$ cat config.mk
export PLATFORM = sky130hd
export DESIGN_NAME = link_ctrl_status_regs
export DESIGN_NICKNAME = d
export VERILOG_FILES = /design/src/common/link_regs_pkg.sv /design/src/verilog/exit_latency_select.sv /design/src/verilog/link_ctrl_status_regs.sv
export SDC_FILE = /design/constraint.sdc
export NUM_CORES = 1
export LEC_CHECK = 0
export BUFFER_PORTS_ARGS = -buffer_cell sky130_fd_sc_hd__buf_2
export CAP_MARGIN = 20
export CORE_ASPECT_RATIO = 1.25
export CORE_UTILIZATION = 34
export CTS_CLUSTER_SIZE = 24
export DETAILED_ROUTE_END_ITERATION = 10
export PLACE_DENSITY = 0.75
export SYNTH_ARGS = -nofsm -noshare
export SYNTH_HDL_FRONTEND = slang
export SYNTH_SLANG_ARGS = --single-unit
export TNS_END_PERCENT = 5
$ cat constraint.sdc
create_clock -name sys_clk_in -period 1 [get_ports sys_clk_in]
set_clock_uncertainty 0.05 [all_clocks]
set_input_delay 0.15 -clock sys_clk_in [delete_from_list [all_inputs] [get_ports sys_clk_in]]
set_output_delay 0.15 -clock sys_clk_in [all_outputs]
set_load 0.01 [all_outputs]
$ cat src/common/link_regs_pkg.sv
// Package of offsets, field positions and constants for the link control and status registers
package link_regs_pkg;

  // ************************************************************
  // Register offsets in configuration space
  // ************************************************************
  localparam logic [7:0] LINK_CONTROL_OFFSET = 8'h80; // Control word
  localparam logic [7:0] LINK_STATUS_OFFSET = 8'h82;  // Status word

  // ************************************************************
  // Link control field positions
  // ************************************************************
  localparam int CTRL_CLOCK_PM_BIT = 8;       // Clock request power management
  localparam int CTRL_EXT_SYNCH_BIT = 7;      // Extended synch
  localparam int CTRL_COMMON_CLOCK_BIT = 6;   // Common clock configuration
  localparam int CTRL_COMPL_BOUNDARY_BIT = 3; // Read completion boundary
  localparam int CTRL_LPE_LSB = 0;            // Low-power entry control, two bits
  localparam logic [15:0] LINK_CONTROL_RESET = 16'h0000; // Value after reset

  // ************************************************************
  // Low-power entry encodings
  // ************************************************************
  localparam logic [1:0] LPE_DISABLED = 2'h0; // No active-state power management
  localparam logic [1:0] LPE_STANDBY = 2'h1;  // Standby entry allowed
  localparam logic [1:0] LPE_DEEP = 2'h2;     // Deep state entry allowed
  localparam logic [1:0] LPE_BOTH = 2'h3;     // Both allowed

  // ************************************************************
  // Link status field positions and fixed values
  // ************************************************************
  localparam int STAT_SLOT_CLOCK_BIT = 12; // Slot clock shared, always one
  localparam int STAT_WIDTH_LSB = 4;       // Negotiated width, six bits
  localparam int STAT_SPEED_LSB = 0;       // Current link speed, four bits
  localparam logic [5:0] ACTIVE_LANE_COUNT = 6'h01; // Single lane
  localparam logic [3:0] SPEED_2G5 = 4'h1;          // 2.5 Gb/s code
  localparam logic [3:0] SPEED_5G = 4'h2;           // 5 Gb/s code
  localparam logic [3:0] SPEED_RESET = 4'h1;        // Shown before training reports

  // ************************************************************
  // Exit latency reset value
  // ************************************************************
  localparam logic [2:0] EXIT_LAT_RESET = 3'h0; // Mirror output after reset

endpackage

$ cat src/verilog/exit_latency_select.sv
// Selects the reported exit latencies from the asynchronous or shared-clock values
module exit_latency_select
(
  input wire logic sys_clk_in,                      // System clock
  input wire logic rst_in,                          // Synchronous reset, active high
  input wire logic common_clock_in,                 // Common clock bit of link control
  input wire logic [2:0] standby_exit_async_value_in,  // Standby latency, separate clocks
  input wire logic [2:0] standby_exit_shared_value_in, // Standby latency, shared clock
  input wire logic [2:0] deep_exit_async_value_in,     // Deep latency, separate clocks
  input wire logic [2:0] deep_exit_shared_value_in,    // Deep latency, shared clock
  output logic [2:0] standby_exit_latency_out,       // Reported standby exit latency
  output logic [2:0] deep_exit_latency_out           // Reported deep exit latency
);

  // ************************************************************
  // Selection state
  // ************************************************************
  logic [2:0] standby_reg;  // Registered standby latency
  logic [2:0] standby_next; // Its next value
  logic [2:0] deep_reg;     // Registered deep latency
  logic [2:0] deep_next;    // Its next value

  // Pick the pair that matches the clocking arrangement
  always_comb
  begin
    if (common_clock_in)
    begin
      // Shared reference clock
      standby_next = standby_exit_shared_value_in;
      deep_next = deep_exit_shared_value_in;
    end
    else
    begin
      // Separate reference clocks
      standby_next = standby_exit_async_value_in;
      deep_next = deep_exit_async_value_in;
    end
  end

  // Register so the outputs come straight from flops
  always_ff @(posedge sys_clk_in)
  begin
    if (rst_in)
    begin
      standby_reg <= link_regs_pkg::EXIT_LAT_RESET;
      deep_reg <= link_regs_pkg::EXIT_LAT_RESET;
    end
    else
    begin
      standby_reg <= standby_next;
      deep_reg <= deep_next;
    end
  end

  assign standby_exit_latency_out = standby_reg;
  assign deep_exit_latency_out = deep_reg;

endmodule

$ cat src/verilog/link_ctrl_status_regs.sv
// Link control and link status registers reached by configuration accesses

module link_ctrl_status_regs
(
  input wire logic sys_clk_in,                   // System clock, 100 MHz
  input wire logic rst_in,                       // Synchronous reset, active high
  input wire logic cfg_wr_in,                    // Configuration write strobe
  input wire logic cfg_rd_in,                    // Configuration read strobe
  input wire logic [7:0] cfg_addr_in,            // Byte offset in configuration space
  input wire logic [1:0] cfg_be_in,              // Byte enables of the 16-bit word
  input wire logic [15:0] cfg_wdata_in,          // Write data
  input wire logic link_up_in,                   // Link training finished
  input wire logic link_5g_in,                   // Link trained at 5 Gb/s
  input wire logic [2:0] standby_exit_async_value_in,  // Standby latency, separate clocks
  input wire logic [2:0] standby_exit_shared_value_in, // Standby latency, shared clock
  input wire logic [2:0] deep_exit_async_value_in,     // Deep latency, separate clocks
  input wire logic [2:0] deep_exit_shared_value_in,    // Deep latency, shared clock
  output logic [15:0] cfg_rdata_out,             // Read data
  output logic cfg_rvalid_out,                   // Read data valid, one cycle
  output logic [1:0] low_power_entry_control_out, // Active-state entry permission
  output logic clock_request_pm_enable_out,      // Clock power management enable
  output logic extended_synch_out,               // Extended synch enable
  output logic completion_boundary_out,          // Read completion boundary
  output logic common_clock_out,                 // Common clock configuration
  output logic [3:0] current_link_speed_out,     // Negotiated speed code
  output logic [2:0] standby_exit_latency_out,   // Reported standby exit latency
  output logic [2:0] deep_exit_latency_out       // Reported deep exit latency
);

  // ************************************************************
  // Control state
  // ************************************************************
  logic [1:0] lpe_reg;      // Low-power entry control
  logic [1:0] lpe_next;
  logic clk_pm_reg;         // Clock request power management enable
  logic clk_pm_next;
  logic ext_synch_reg;      // Extended synch
  logic ext_synch_next;
  logic common_clock_reg;   // Common clock configuration
  logic common_clock_next;
  logic boundary_reg;       // Read completion boundary
  logic boundary_next;

  // ************************************************************
  // Status and read path state
  // ************************************************************
  logic [3:0] speed_reg;    // Negotiated speed code
  logic [3:0] speed_next;
  logic [15:0] rdata_reg;   // Read data holding register
  logic [15:0] rdata_next;
  logic rvalid_reg;         // Read answer marker
  logic rvalid_next;

  // ************************************************************
  // Assembled register images
  // ************************************************************
  logic [15:0] control_image; // Control word as software reads it
  logic [15:0] status_image;  // Status word as software reads it
  logic ctrl_hit;             // Access targets the control word
  logic stat_hit;             // Access targets the status word

  // Address decode; only exact word offsets are claimed
  always_comb
  begin
    ctrl_hit = (cfg_addr_in == link_regs_pkg::LINK_CONTROL_OFFSET);
    stat_hit = (cfg_addr_in == link_regs_pkg::LINK_STATUS_OFFSET);
  end

  // Control image: unlisted bits stay zero, covering reserved and inert bits
  always_comb
  begin
    control_image = 16'h0000;
    control_image[link_regs_pkg::CTRL_CLOCK_PM_BIT] = clk_pm_reg;
    control_image[link_regs_pkg::CTRL_EXT_SYNCH_BIT] = ext_synch_reg;
    control_image[link_regs_pkg::CTRL_COMMON_CLOCK_BIT] = common_clock_reg;
    control_image[link_regs_pkg::CTRL_COMPL_BOUNDARY_BIT] = boundary_reg;
    control_image[link_regs_pkg::CTRL_LPE_LSB +: 2] = lpe_reg;
  end

  // Status image: flags with no function are held at zero
  always_comb
  begin
    status_image = 16'h0000;
    status_image[link_regs_pkg::STAT_SLOT_CLOCK_BIT] = 1'b1;
    status_image[link_regs_pkg::STAT_WIDTH_LSB +: 6] = link_regs_pkg::ACTIVE_LANE_COUNT;
    status_image[link_regs_pkg::STAT_SPEED_LSB +: 4] = speed_reg;
  end

  // Next control values; each byte lane writes only its own bits
  always_comb
  begin
    lpe_next = lpe_reg;
    clk_pm_next = clk_pm_reg;
    ext_synch_next = ext_synch_reg;
    common_clock_next = common_clock_reg;
    boundary_next = boundary_reg;
    if (cfg_wr_in && ctrl_hit)
    begin
      // Low lane holds bits 7:0; bits 5, 4 and 2 are simply not stored
      if (cfg_be_in[0])
      begin
        lpe_next = cfg_wdata_in[link_regs_pkg::CTRL_LPE_LSB +: 2];
        ext_synch_next = cfg_wdata_in[link_regs_pkg::CTRL_EXT_SYNCH_BIT];
        common_clock_next = cfg_wdata_in[link_regs_pkg::CTRL_COMMON_CLOCK_BIT];
        boundary_next = cfg_wdata_in[link_regs_pkg::CTRL_COMPL_BOUNDARY_BIT];
      end
      // High lane holds bit 8; bits 15:9 are dropped
      if (cfg_be_in[1])
      begin
        clk_pm_next = cfg_wdata_in[link_regs_pkg::CTRL_CLOCK_PM_BIT];
      end
    end
  end

  // Register the control fields
  always_ff @(posedge sys_clk_in)
  begin
    if (rst_in)
    begin
      // All writable fields start cleared
      lpe_reg <= link_regs_pkg::LINK_CONTROL_RESET[link_regs_pkg::CTRL_LPE_LSB +: 2];
      clk_pm_reg <= link_regs_pkg::LINK_CONTROL_RESET[link_regs_pkg::CTRL_CLOCK_PM_BIT];
      ext_synch_reg <= link_regs_pkg::LINK_CONTROL_RESET[link_regs_pkg::CTRL_EXT_SYNCH_BIT];
      common_clock_reg <= link_regs_pkg::LINK_CONTROL_RESET[link_regs_pkg::CTRL_COMMON_CLOCK_BIT];
      boundary_reg <= link_regs_pkg::LINK_CONTROL_RESET[link_regs_pkg::CTRL_COMPL_BOUNDARY_BIT];
    end
    else
    begin
      lpe_reg <= lpe_next;
      clk_pm_reg <= clk_pm_next;
      ext_synch_reg <= ext_synch_next;
      common_clock_reg <= common_clock_next;
      boundary_reg <= boundary_next;
    end
  end

  // Speed tracking; the code holds its last value while the link is down
  // so software still sees the most recent outcome
  always_comb
  begin
    speed_next = speed_reg;
    if (link_up_in)
    begin
      if (link_5g_in)
      begin
        speed_next = link_regs_pkg::SPEED_5G;
      end
      else
      begin
        speed_next = link_regs_pkg::SPEED_2G5;
      end
    end
  end

  // Read path; unmapped offsets answer zero so the requester never hangs
  always_comb
  begin
    rvalid_next = cfg_rd_in;
    rdata_next = 16'h0000;
    if (cfg_rd_in)
    begin
      if (ctrl_hit)
      begin
        rdata_next = control_image;
      end
      else if (stat_hit)
      begin
        rdata_next = status_image;
      end
    end
  end

  // Register status and read answer
  always_ff @(posedge sys_clk_in)
  begin
    if (rst_in)
    begin
      speed_reg <= link_regs_pkg::SPEED_RESET;
      rdata_reg <= 16'h0000;
      rvalid_reg <= 1'b0;
    end
    else
    begin
      speed_reg <= speed_next;
      rdata_reg <= rdata_next;
      rvalid_reg <= rvalid_next;
    end
  end

  // ************************************************************
  // Exit latency mirror
  // ************************************************************
  // Driven from the stored bit, which is registered again inside, so the latency outputs change two cycles after the write
  exit_latency_select latency_select
  (
    .sys_clk_in(sys_clk_in),
    .rst_in(rst_in),
    .common_clock_in(common_clock_reg),
    .standby_exit_async_value_in(standby_exit_async_value_in),
    .standby_exit_shared_value_in(standby_exit_shared_value_in),
    .deep_exit_async_value_in(deep_exit_async_value_in),
    .deep_exit_shared_value_in(deep_exit_shared_value_in),
    .standby_exit_latency_out(standby_exit_latency_out),
    .deep_exit_latency_out(deep_exit_latency_out)
  );

  // ************************************************************
  // Outputs, all from flops
  // ************************************************************
  assign cfg_rdata_out = rdata_reg;
  assign cfg_rvalid_out = rvalid_reg;
  assign low_power_entry_control_out = lpe_reg;
  assign clock_request_pm_enable_out = clk_pm_reg;
  assign extended_synch_out = ext_synch_reg;
  assign completion_boundary_out = boundary_reg;
  assign common_clock_out = common_clock_reg;
  assign current_link_speed_out = speed_reg;

endmodule

==> impl_metrics.csv, run 1 <==
group,metric,value,unit
status,status,"finished clean",
job,drv_cap,0,
global_routing,grt_pass1_wl,3.132,mm
clock_tree,max-clock-path-buffers,2,
layout,final_nets,194,
global_routing,grt_usage,14.29,%
synth,synthDistinctLibCells,19,
power_and_ir_drop,p_clk_share,37.5,%
clock_tree,clockRootBuffer,"clkbuf_4",
timing,final-setup-viol-count,0,
global_routing,grt-ovfl-total,0,
power_and_ir_drop,power.total,1.767,mW
setup_path,path_cells,"buf_6",
power_and_ir_drop,power.density,1307,nW/um2
layout,fin_area,1353,um2
die,core,2527,um2
power_and_ir_drop,pwr-share-seq,51.1,%
route,drt-wirelength-per-cell,10.90,um
die,die_w,48.96,um
timing,max_freq,1.003,GHz
synth,synth.avg_cell_area,10.41,um2
power_and_ir_drop,ir_worst_vdd,0.0008200,V
timing,maxSlewViolCount,0,
layout,final_layout_size_suffix_gt1_share,52.35,%
layout,diodes,0,
route,num_vias,796,
timing,setup_tns,0,ps
clock_tree,numCtsBuffers,3,
clock_tree,htreeDepth,1,
synth,ys_seq_area_share,47.00,%
setup_path,crit_family,"flip-flops",
power_and_ir_drop,p_int,1.405,mW
worst_hold_path,worstHoldStart,"deep_exit_async_value_in[0]",
placed_design,dp.cells,177,
power_and_ir_drop,swShare,20.50,%
clock_tree,clk_latency,300,ps
setup_path,crit_path_max_incr_delay,390,ps
power_and_ir_drop,combinationalPowerShare,11.4,%
route,first_pass_iters,4,
clock_tree,cts_tree,"built",
route,vias_per_cell,4.374,
setup_path,reg2reg_depth,3,
setup_path,worstSetupEndpoint,"common_clock_out",
setup_path,r2r_start,"common_clock_out$_SDFFE_PP0P_",
power_and_ir_drop,p_leak,0.6824,nW
timing,period_needed,997.4,ps
timing,fin_crit_sh,99.74,%
synth,syn_area,937.1,um2
setup_path,end_kind,"primary output",
layout,final_util,53.51,%
route,drt_iter0_markers,5,
setup_path,slowest_stage,"dfxtp_2",
route,drc,0,
route,routed_wl,1.983,mm
setup_path,path_class,"flop to primary output",
timing,hold_slack,21.23,ps
timing,finalWorstSetupSlack,2.590,ps
setup_path,crit_cells,1,
die,rows,20,
layout,area_growth,44.33,%
layout,stdcell_count,182,
synth,yosys_register_bits,22,
route,ant_nets,0,
die,die-area,2972,um2
setup_path,worstPathArrival,800,ps
die,io_pins,77,
synth,synth_cells,90,
global_routing,antenna_found_initial,0,
setup_path,required,800,ps
synth,yosys_warnings,0,
die,start_util,37.08,%
setup_path,crit_start,"common_clock_out$_SDFFE_PP0P_",
timing,grt_setup_unrepaired,"true",
worst_hold_path,hold_class,"primary input to flop",
timing,final-hold-violation-count,0,
placed_design,hpwl,1.539,mm
placed_design,numPortBuffers,56,
placed_design,place_ws,-252.0,ps
placed_design,gp_congestion,0.7270,
placed_design,dpl_cell_area,1237,um2
setup_path,cp-start-kind,"flop",
global_routing,grt_max_degree,21,
global_routing,grt_pass1_vias,765,
setup_path,r2r-end,"latency_select.deep_exit_latency_out[1]$_SDFF_PP0_",
die,fp.dieH,60.70,um
power_and_ir_drop,power_switching,0.3624,mW
clock_tree,cts.clk_slew.worst_paths,120,ps
setup_path,critPathMaxFanout,3,
clock_tree,cts_sinks,22,
setup_path,crit_buf_inv,1,
setup_path,r2r_slack,80,ps
[cell type report]
class	instances	area, um2
sequential	22	451.7
multi-input combinational	61	429.2
inverter	1	3.754
timing repair buffer	61	374.1
clock inverter	1	30.03
tap	33	41.29
clock buffer	3	22.52
fill	228	1175
[tightest hold or removal path, cell delays in order]
cell	delay, ps
buf_2	70
mux2i_1	50
nor2_1	70
[Yosys cell counts]
| cell | n | area share, % |
|---|---|---|
| nor4b_4 | 1 | 2.5 |
| nor3_2 | 1 | 1.1 |
| o21ai_0 | 1 | 0.53 |
| conb_1 | 1 | 0.40 |
| nand4_1 | 1 | 0.67 |
| clkbuf_1 | 2 | 0.80 |
| nand3_2 | 1 | 1.1 |
| inv_1 | 1 | 0.40 |
| nor2b_1 | 2 | 1.3 |
| buf_4 | 11 | 8.8 |
| a21oi_1 | 1 | 0.53 |
| nor3b_1 | 4 | 3.2 |
| dfxtp_1 | 22 | 47 |
| nor2_1 | 9 | 3.6 |
| nand2_1 | 1 | 0.40 |
| mux2i_1 | 14 | 15 |
| nand4_4 | 1 | 2.3 |
| buf_2 | 2 | 1.1 |
| nand2b_1 | 14 | 9.3 |
[power by group through the flow]
stage	Sequential, mW	Clock, mW	Combinational (mW)
finish	0.903	0.662	0.202
global route	0.906	0.717	0.223
CTS	0.904	0.690	0.200
detailed placement	0.922	0	0.194
global placement	0.922	0	0.188
floorplan	0.932	0	0.107
[cells by family (layout without fill, tap and decap cells)]
kind of cell | count (synthesis) | after routing | synth area share [%]
flops | 22 | 22 | 47.00
buf+inv | 16 | 66 | 11.08
simple gates | 35 | 35 | 25.50
other cells | 1 | 10 | 0.4001
compound gates | 2 | 2 | 1.067
mux | 14 | 14 | 14.95
[worst min path at each step]
stage | end | slack, ps | cells after the start
after global placement | cfg_rvalid_out$_SDFF_PP0_ | 300 | 2
after CTS | latency_select.deep_exit_latency_out[0]$_SDFF_PP0_ | 10 | 3
final | latency_select.deep_exit_latency_out[0]$_SDFF_PP0_ | 20 | 3
after detailed placement | cfg_rvalid_out$_SDFF_PP0_ | 310 | 2
after floorplan | cfg_rvalid_out$_SDFF_PP0_ | 190 | 1
after global routing | latency_select.deep_exit_latency_out[0]$_SDFF_PP0_ | 30 | 3
[registers in the layout (all words and copies together) (netlist names), 2 cells and up]
signal and cells:
latency_select.standby_exit_latency_out 3, cfg_rdata_out 7, latency_select.deep_exit_latency_out 3, low_power_entry_control_out 2, current_link_speed_out 2
[routing by layer]
metal  wire (um)  global-route usage [%]  vias to the layer above
met5           0                       0                        -
met4          12                   6.303                        0
met3         182                   3.509                        2
met2        1109                   28.97                       46
met1         677                   13.76                      356
li1            -                       -                      392
[placed cells by master (no fill, tap or decap)]
cell type	n
buf_6	9
nor2b_1	1
inv_1	1
nor4b_4	1
o21ai_0	1
dfxtp_2	9
nand2b_1	14
a21oi_1	1
buf_4	3
mux2i_1	14
bufinv_16	1
conb_1	10
nand4_4	1
dfxtp_1	13
nand4_1	1
nor2_1	9
clkbuf_4	3
dlygate4sd3_1	1
buf_2	48
nand2_1	1
nand3_2	1
nor3b_1	4
nor2b_2	1
nor3_2	1
[timing repair]
action,CTS,global route
gates cloned,0,0
pin swaps,0,1
gates resized for setup,12,6
hold buffers,1,0
endpoints found under the setup margin,8,17
endpoints found under the hold margin,1,0
setup buffers,1,0
No activity file was read; power rests on OpenSTA's default activity.
==> run 2: changes to the inputs <==
--- a/config.mk
+++ b/config.mk
@@ -8,10 +8,11 @@
 export BUFFER_PORTS_ARGS = -buffer_cell sky130_fd_sc_hd__buf_2
 export CAP_MARGIN = 20
 export CORE_ASPECT_RATIO = 1.25
-export CORE_UTILIZATION = 34
+export CORE_MARGIN = 1
+export CORE_UTILIZATION = 30
 export CTS_CLUSTER_SIZE = 24
 export DETAILED_ROUTE_END_ITERATION = 10
-export PLACE_DENSITY = 0.75
+export PLACE_DENSITY = 0.67
 export SYNTH_ARGS = -nofsm -noshare
 export SYNTH_HDL_FRONTEND = slang
 export SYNTH_SLANG_ARGS = --single-unit
==> impl_metrics.csv, run 2 (same netlist as run 1, synthesis figures left out) <==
group,metric,value,unit
status,status,"finished with violations",
status,failed_checks,"setup timing",
global_routing,grt_max_degree,21,
setup_path,path_cells,"buf_12 -> buf_6",
timing,hold_slack,26.97,ps
setup_path,worstPathArrival,880,ps
clock_tree,clk_latency,290,ps
route,num_vias,789,
layout,nFillCells,299,
power_and_ir_drop,p_leak,0.6836,nW
setup_path,r2r-end,"latency_select.deep_exit_latency_out[2]$_SDFF_PP0_",
layout,fin_area,1360,um2
global_routing,grt_usage,11.63,%
worst_hold_path,hold_class,"primary input to flop",
global_routing,grt-ovfl-total,0,
timing,finalWorstSetupSlack,-82.43,ps
setup_path,required,800,ps
timing,maxSlewViolCount,0,
route,vias_per_cell,4.242,
layout,layout_commonest_cell,"buf_2",
setup_path,reg2reg_depth,4,
die,core,2945,um2
worst_hold_path,worstHoldStart,"standby_exit_async_value_in[2]",
layout,final_layout_size_suffix_gt1_share,52.67,%
global_routing,grt_pass1_wl,2.773,mm
placed_design,dp.cells,180,
die,die_w,51.99,um
clock_tree,cts_sinks,22,
global_routing,grt_pass1_vias,678,
layout,largest_reg_flops,7,
placed_design,hpwl,1.584,mm
die,die-area,3353,um2
layout,diodes,0,
layout,final_cell_mix,"buf_2 (48), nand2b_1 (14), mux2i_1 (14), dfxtp_1 (13), conb_1 (10)",
setup_path,r2r_start,"common_clock_out$_SDFFE_PP0P_",
clock_tree,htreeDepth,1,
layout,final_util,46.18,%
timing,fin_crit_sh,108.2,%
setup_path,cp-start-kind,"flop",
setup_path,end_kind,"primary output",
die,rows,22,
global_routing,antenna_found_initial,0,
die,start_util,31.82,%
setup_path,crit_family,"flip-flops",
layout,final_nets,195,
setup_path,path_class,"flop to primary output",
timing,final-setup-viol-count,4,
die,io_pins,77,
setup_path,slowest_stage,"dfxtp_2",
setup_path,crit_buf_inv,2,
setup_path,critPathMaxFanout,2,
placed_design,dpl_cell_area,1241,um2
clock_tree,clockRootBuffer,"clkbuf_4",
setup_path,r2r_slack,-10,ps
job,drv_cap,0,
worst_hold_path,holdPathEnd,"latency_select.standby_exit_latency_out[2]$_SDFF_PP0_",
clock_tree,numCtsBuffers,3,
route,first_pass_iters,2,
timing,final-hold-violation-count,0,
die,fp.dieH,64.49,um
clock_tree,cts_tree,"built",
route,drt-wirelength-per-cell,10.51,um
route,drc,0,
power_and_ir_drop,power.density,1154,nW/um2
layout,area_growth,45.13,%
power_and_ir_drop,ir_worst_vdd,0.0005350,V
layout,stdcell_count,186,
timing,max_freq,0.9238,GHz
worst_hold_path,holdPathStages,3,
setup_path,crit_path_max_incr_delay,360,ps
clock_tree,max-clock-path-buffers,2,
timing,grt_setup_unrepaired,"true",
clock_tree,cts.clk_slew.worst_paths,110,ps
timing,period_needed,1082,ps
route,drt_iter0_markers,8,
route,ant_nets,0,
placed_design,gp_congestion,0.7588,
placed_design,numPortBuffers,56,
route,routed_wl,1.955,mm
-- run 2: cell types whose count changed in the layout (fill, tap and decap cells not counted), sizes merged --
cell    before  now
bufinv       1    0
buf         60   61
clkbuf       3    4
-- run 2: worst register-to-register path: stages, from the launching register on --
cell	delay (ps)
dfxtp_2	380
buf_12	110
buf_6	130
mux2i_1	200
nor2_1	50
-- run 2: how the worst max path moves through the flow --
stage                                       start                       endpoint  slack [ps]  depth (start not counted)
floorplan                          cfg_addr_in[6]  common_clock_out$_SDFFE_PP0P_          -6                          3
global placement                   cfg_addr_in[6]    cfg_rdata_out[3]$_SDFF_PP0_        -200                          4
detailed placement                 cfg_addr_in[6]    cfg_rdata_out[8]$_SDFF_PP0_        -270                          4
CTS                 common_clock_out$_SDFFE_PP0P_               common_clock_out        -100                          2
global route        common_clock_out$_SDFFE_PP0P_               common_clock_out        -120                          2
finish              common_clock_out$_SDFFE_PP0P_               common_clock_out         -80                          2
-- run 2: power breakdown --
group | internal, mW | switching [mW] | total (mW) | leakage (nW)
clock network | 0.222 | 0.246 | 0.468 | 0.0210
registers | 0.896 | 0.00783 | 0.904 | 0.183
logic | 0.104 | 0.0942 | 0.198 | 0.479
total | 1.22 | 0.348 | 1.57 | 0.684
-- run 2: timing repair --
| item | CTS | global route |
|---|---|---|
| buffers inserted | 1 | 0 |
| hold buffers | 1 | 0 |
| gates resized for setup | 10 | 8 |
| endpoints found under the setup margin | 8 | 16 |
| hold endpoints to repair | 1 | 0 |
-- run 2: area by class of cell --
type                            instances  area, um2  share of cell area, %
Multi-Input combinational cell         61      429.2                  31.55
Inverter                                1      3.754                 0.2760
Sequential cell                        22      451.7                  33.21
Timing Repair Buffer                   62      394.1                  28.98
Clock buffer                            4      36.28                  2.668
Tap cell                               36      45.04                  3.312
-- run 2: routing by layer --
| layer | global-route usage [%] | up-vias | part of all wire, % |
|---|---|---|---|
| li1 | - | 395 | - |
| met1 | 10.01 | 345 | 34 |
| met2 | 23.08 | 47 | 54 |
| met3 | 2.817 | 2 | 10 |
| met4 | 6.081 | 0 | 0.97 |
| met5 | 0 | - | 0 |
-- run 2: per-stage QoR --
step	setup WS (ps)	power, mW	setup TNS (ps)
2_1_floorplan	-5.848	1.039	-29.24
3_3_place_gp	-195.3	1.111	-2023
3_5_place_dp	-266.5	1.114	-2719
4_1_cts	-102.1	1.586	-494.5
5_1_grt	-116.9	1.644	-523.7
6_report	-82.43	1.570	-92.72
==> run 3: changes to the inputs <==
--- a/config.mk
+++ b/config.mk
@@ -7,7 +7,6 @@
 export LEC_CHECK = 0
 export BUFFER_PORTS_ARGS = -buffer_cell sky130_fd_sc_hd__buf_2
 export CAP_MARGIN = 20
-export CORE_ASPECT_RATIO = 1.25
 export CORE_MARGIN = 1
 export CORE_UTILIZATION = 30
 export CTS_CLUSTER_SIZE = 24
==> impl_metrics.csv, run 3 (same netlist as run 1, synthesis figures left out) <==
group,metric,value,unit
status,status,"finished with violations",
status,failed_checks,"DRC",
layout,final_nets,194,
clock_tree,clk_latency,290,ps
route,drt_iter0_markers,13,
global_routing,grt_usage,11.31,%
worst_hold_path,hold_class,"primary input to flop",
setup_path,worstPathArrival,780,ps
route,ant_nets,0,
setup_path,crit_family,"flip-flops",
die,core,2853,um2
layout,area_growth,41.52,%
timing,fin_crit_sh,97.51,%
layout,layout_commonest_cell,"buf_2",
layout,final_cell_mix,"buf_2 (49), nand2b_1 (14), mux2i_1 (14), dfxtp_1 (13), conb_1 (10)",
route,num_vias,779,
placed_design,dpl_cell_area,1235,um2
setup_path,crit_path_max_incr_delay,370,ps
job,drv_cap,0,
timing,final-hold-violation-count,0,
setup_path,slowest_stage,"dfxtp_4",
timing,grt_setup_unrepaired,"true",
global_routing,grt_pass1_wl,2.973,mm
power_and_ir_drop,ir_worst_vdd,0.0004616,V
clock_tree,cts_sinks,22,
power_and_ir_drop,power.total,1.563,mW
route,routed_wl,1.840,mm
layout,largest_reg_flops,7,
setup_path,required,800,ps
power_and_ir_drop,power.density,1178,nW/um2
layout,fin_area,1326,um2
setup_path,critPathMaxFanout,3,
timing,final-setup-viol-count,0,
global_routing,antenna_found_initial,0,
setup_path,end_kind,"primary output",
global_routing,grt_max_degree,21,
layout,diodes,0,
die,start_util,32.85,%
clock_tree,htreeDepth,1,
clock_tree,max-clock-path-buffers,2,
global_routing,grt-ovfl-total,0,
clock_tree,numCtsBuffers,3,
die,io_pins,77,
die,rows,19,
route,drc,7,
global_routing,grt_pass1_vias,698,
setup_path,path_class,"flop to primary output",
clock_tree,clockRootBuffer,"clkbuf_4",
route,first_pass_iters,7,
setup_path,cp-start-kind,"flop",
placed_design,hpwl,1.441,mm
route,vias_per_cell,4.328,
power_and_ir_drop,p_leak,0.6745,nW
timing,period_needed,975.1,ps
placed_design,numPortBuffers,56,
setup_path,path_cells,"buf_6",
setup_path,crit_buf_inv,1,
layout,nFillCells,269,
route,drt-wirelength-per-cell,10.22,um
clock_tree,cts_tree,"built",
timing,maxSlewViolCount,0,
die,die_w,57.89,um
die,fp.dieH,57.89,um
placed_design,gp_congestion,0.6780,
die,die-area,3351,um2
timing,max_freq,1.026,GHz
layout,final_layout_size_suffix_gt1_share,52.35,%
clock_tree,cts.clk_slew.worst_paths,110,ps
[run 3: cell count changes in the layout (fill, tap and decap cells not counted)]
cell	before	now
buf_12	1	0
buf_2	48	49
buf_4	3	4
buf_6	9	7
dfxtp_2	9	8
dfxtp_4	0	1
[run 3: layer usage]
layer | wire [um] | part of all wire, % | up-vias | track usage, %
met5 | 0 | 0 | - | 0
met4 | 0 | 0 | 0 | 2.041
met3 | 204 | 11 | 0 | 4.241
met2 | 883 | 48 | 44 | 20.53
met1 | 751 | 41 | 344 | 12.71
li1 | - | - | 391 | -
[run 3: repair_timing]
item,4_1_cts,5_1_grt
gates resized for setup,8,9
endpoints found under the setup margin,7,16
hold buffers,1,0
buffers inserted,1,0
hold endpoints to repair,1,0
[run 3: cell type report]
type	count	area, um2	share of cell area [%]
Clock buffer	4	36.28	2.736
Timing Repair Buffer	61	364.1	27.45
Tap cell	31	38.79	2.925
Inverter	1	3.754	0.2830
Multi-Input combinational cell	61	429.2	32.36
Sequential cell	22	454.2	34.25
[run 3: power breakdown]
group	internal, mW	switching (mW)
Combinational	0.104	0.0934
Clock	0.221	0.243
Sequential	0.893	0.00751
[run 3: through the flow]
stage | setup slack, ps | cells | utilization, % | hold WS (ps) | TNS, ps
floorplan | -5.848 | 99 | - | 193.4 | -29.24
CTS | -83.76 | 181 | 45.70 | 26.29 | -286.7
finish | 24.91 | 180 | 46.49 | 33.90 | 0
global route | -25.69 | 180 | 46.49 | 18.03 | -59.41
detailed placement | -264.2 | 175 | 43.29 | 302.3 | -2589
global placement | -186.2 | 175 | 43.29 | 306.4 | -2065
[run 3: path summary, 6_finish.rpt]
path                                   start                                                     to  slack, ps  cells past startpoint
max            common_clock_out$_SDFFE_PP0P_                                       common_clock_out         20                      1
min           standby_exit_async_value_in[0]  latency_select.standby_exit_latency_out[0]$_SDFF_PP0_         30                      3
max reg2reg    common_clock_out$_SDFFE_PP0P_     latency_select.deep_exit_latency_out[1]$_SDFF_PP0_         60                      3
min reg2reg  extended_synch_out$_SDFFE_PP0P_                        extended_synch_out$_SDFFE_PP0P_        440                      2
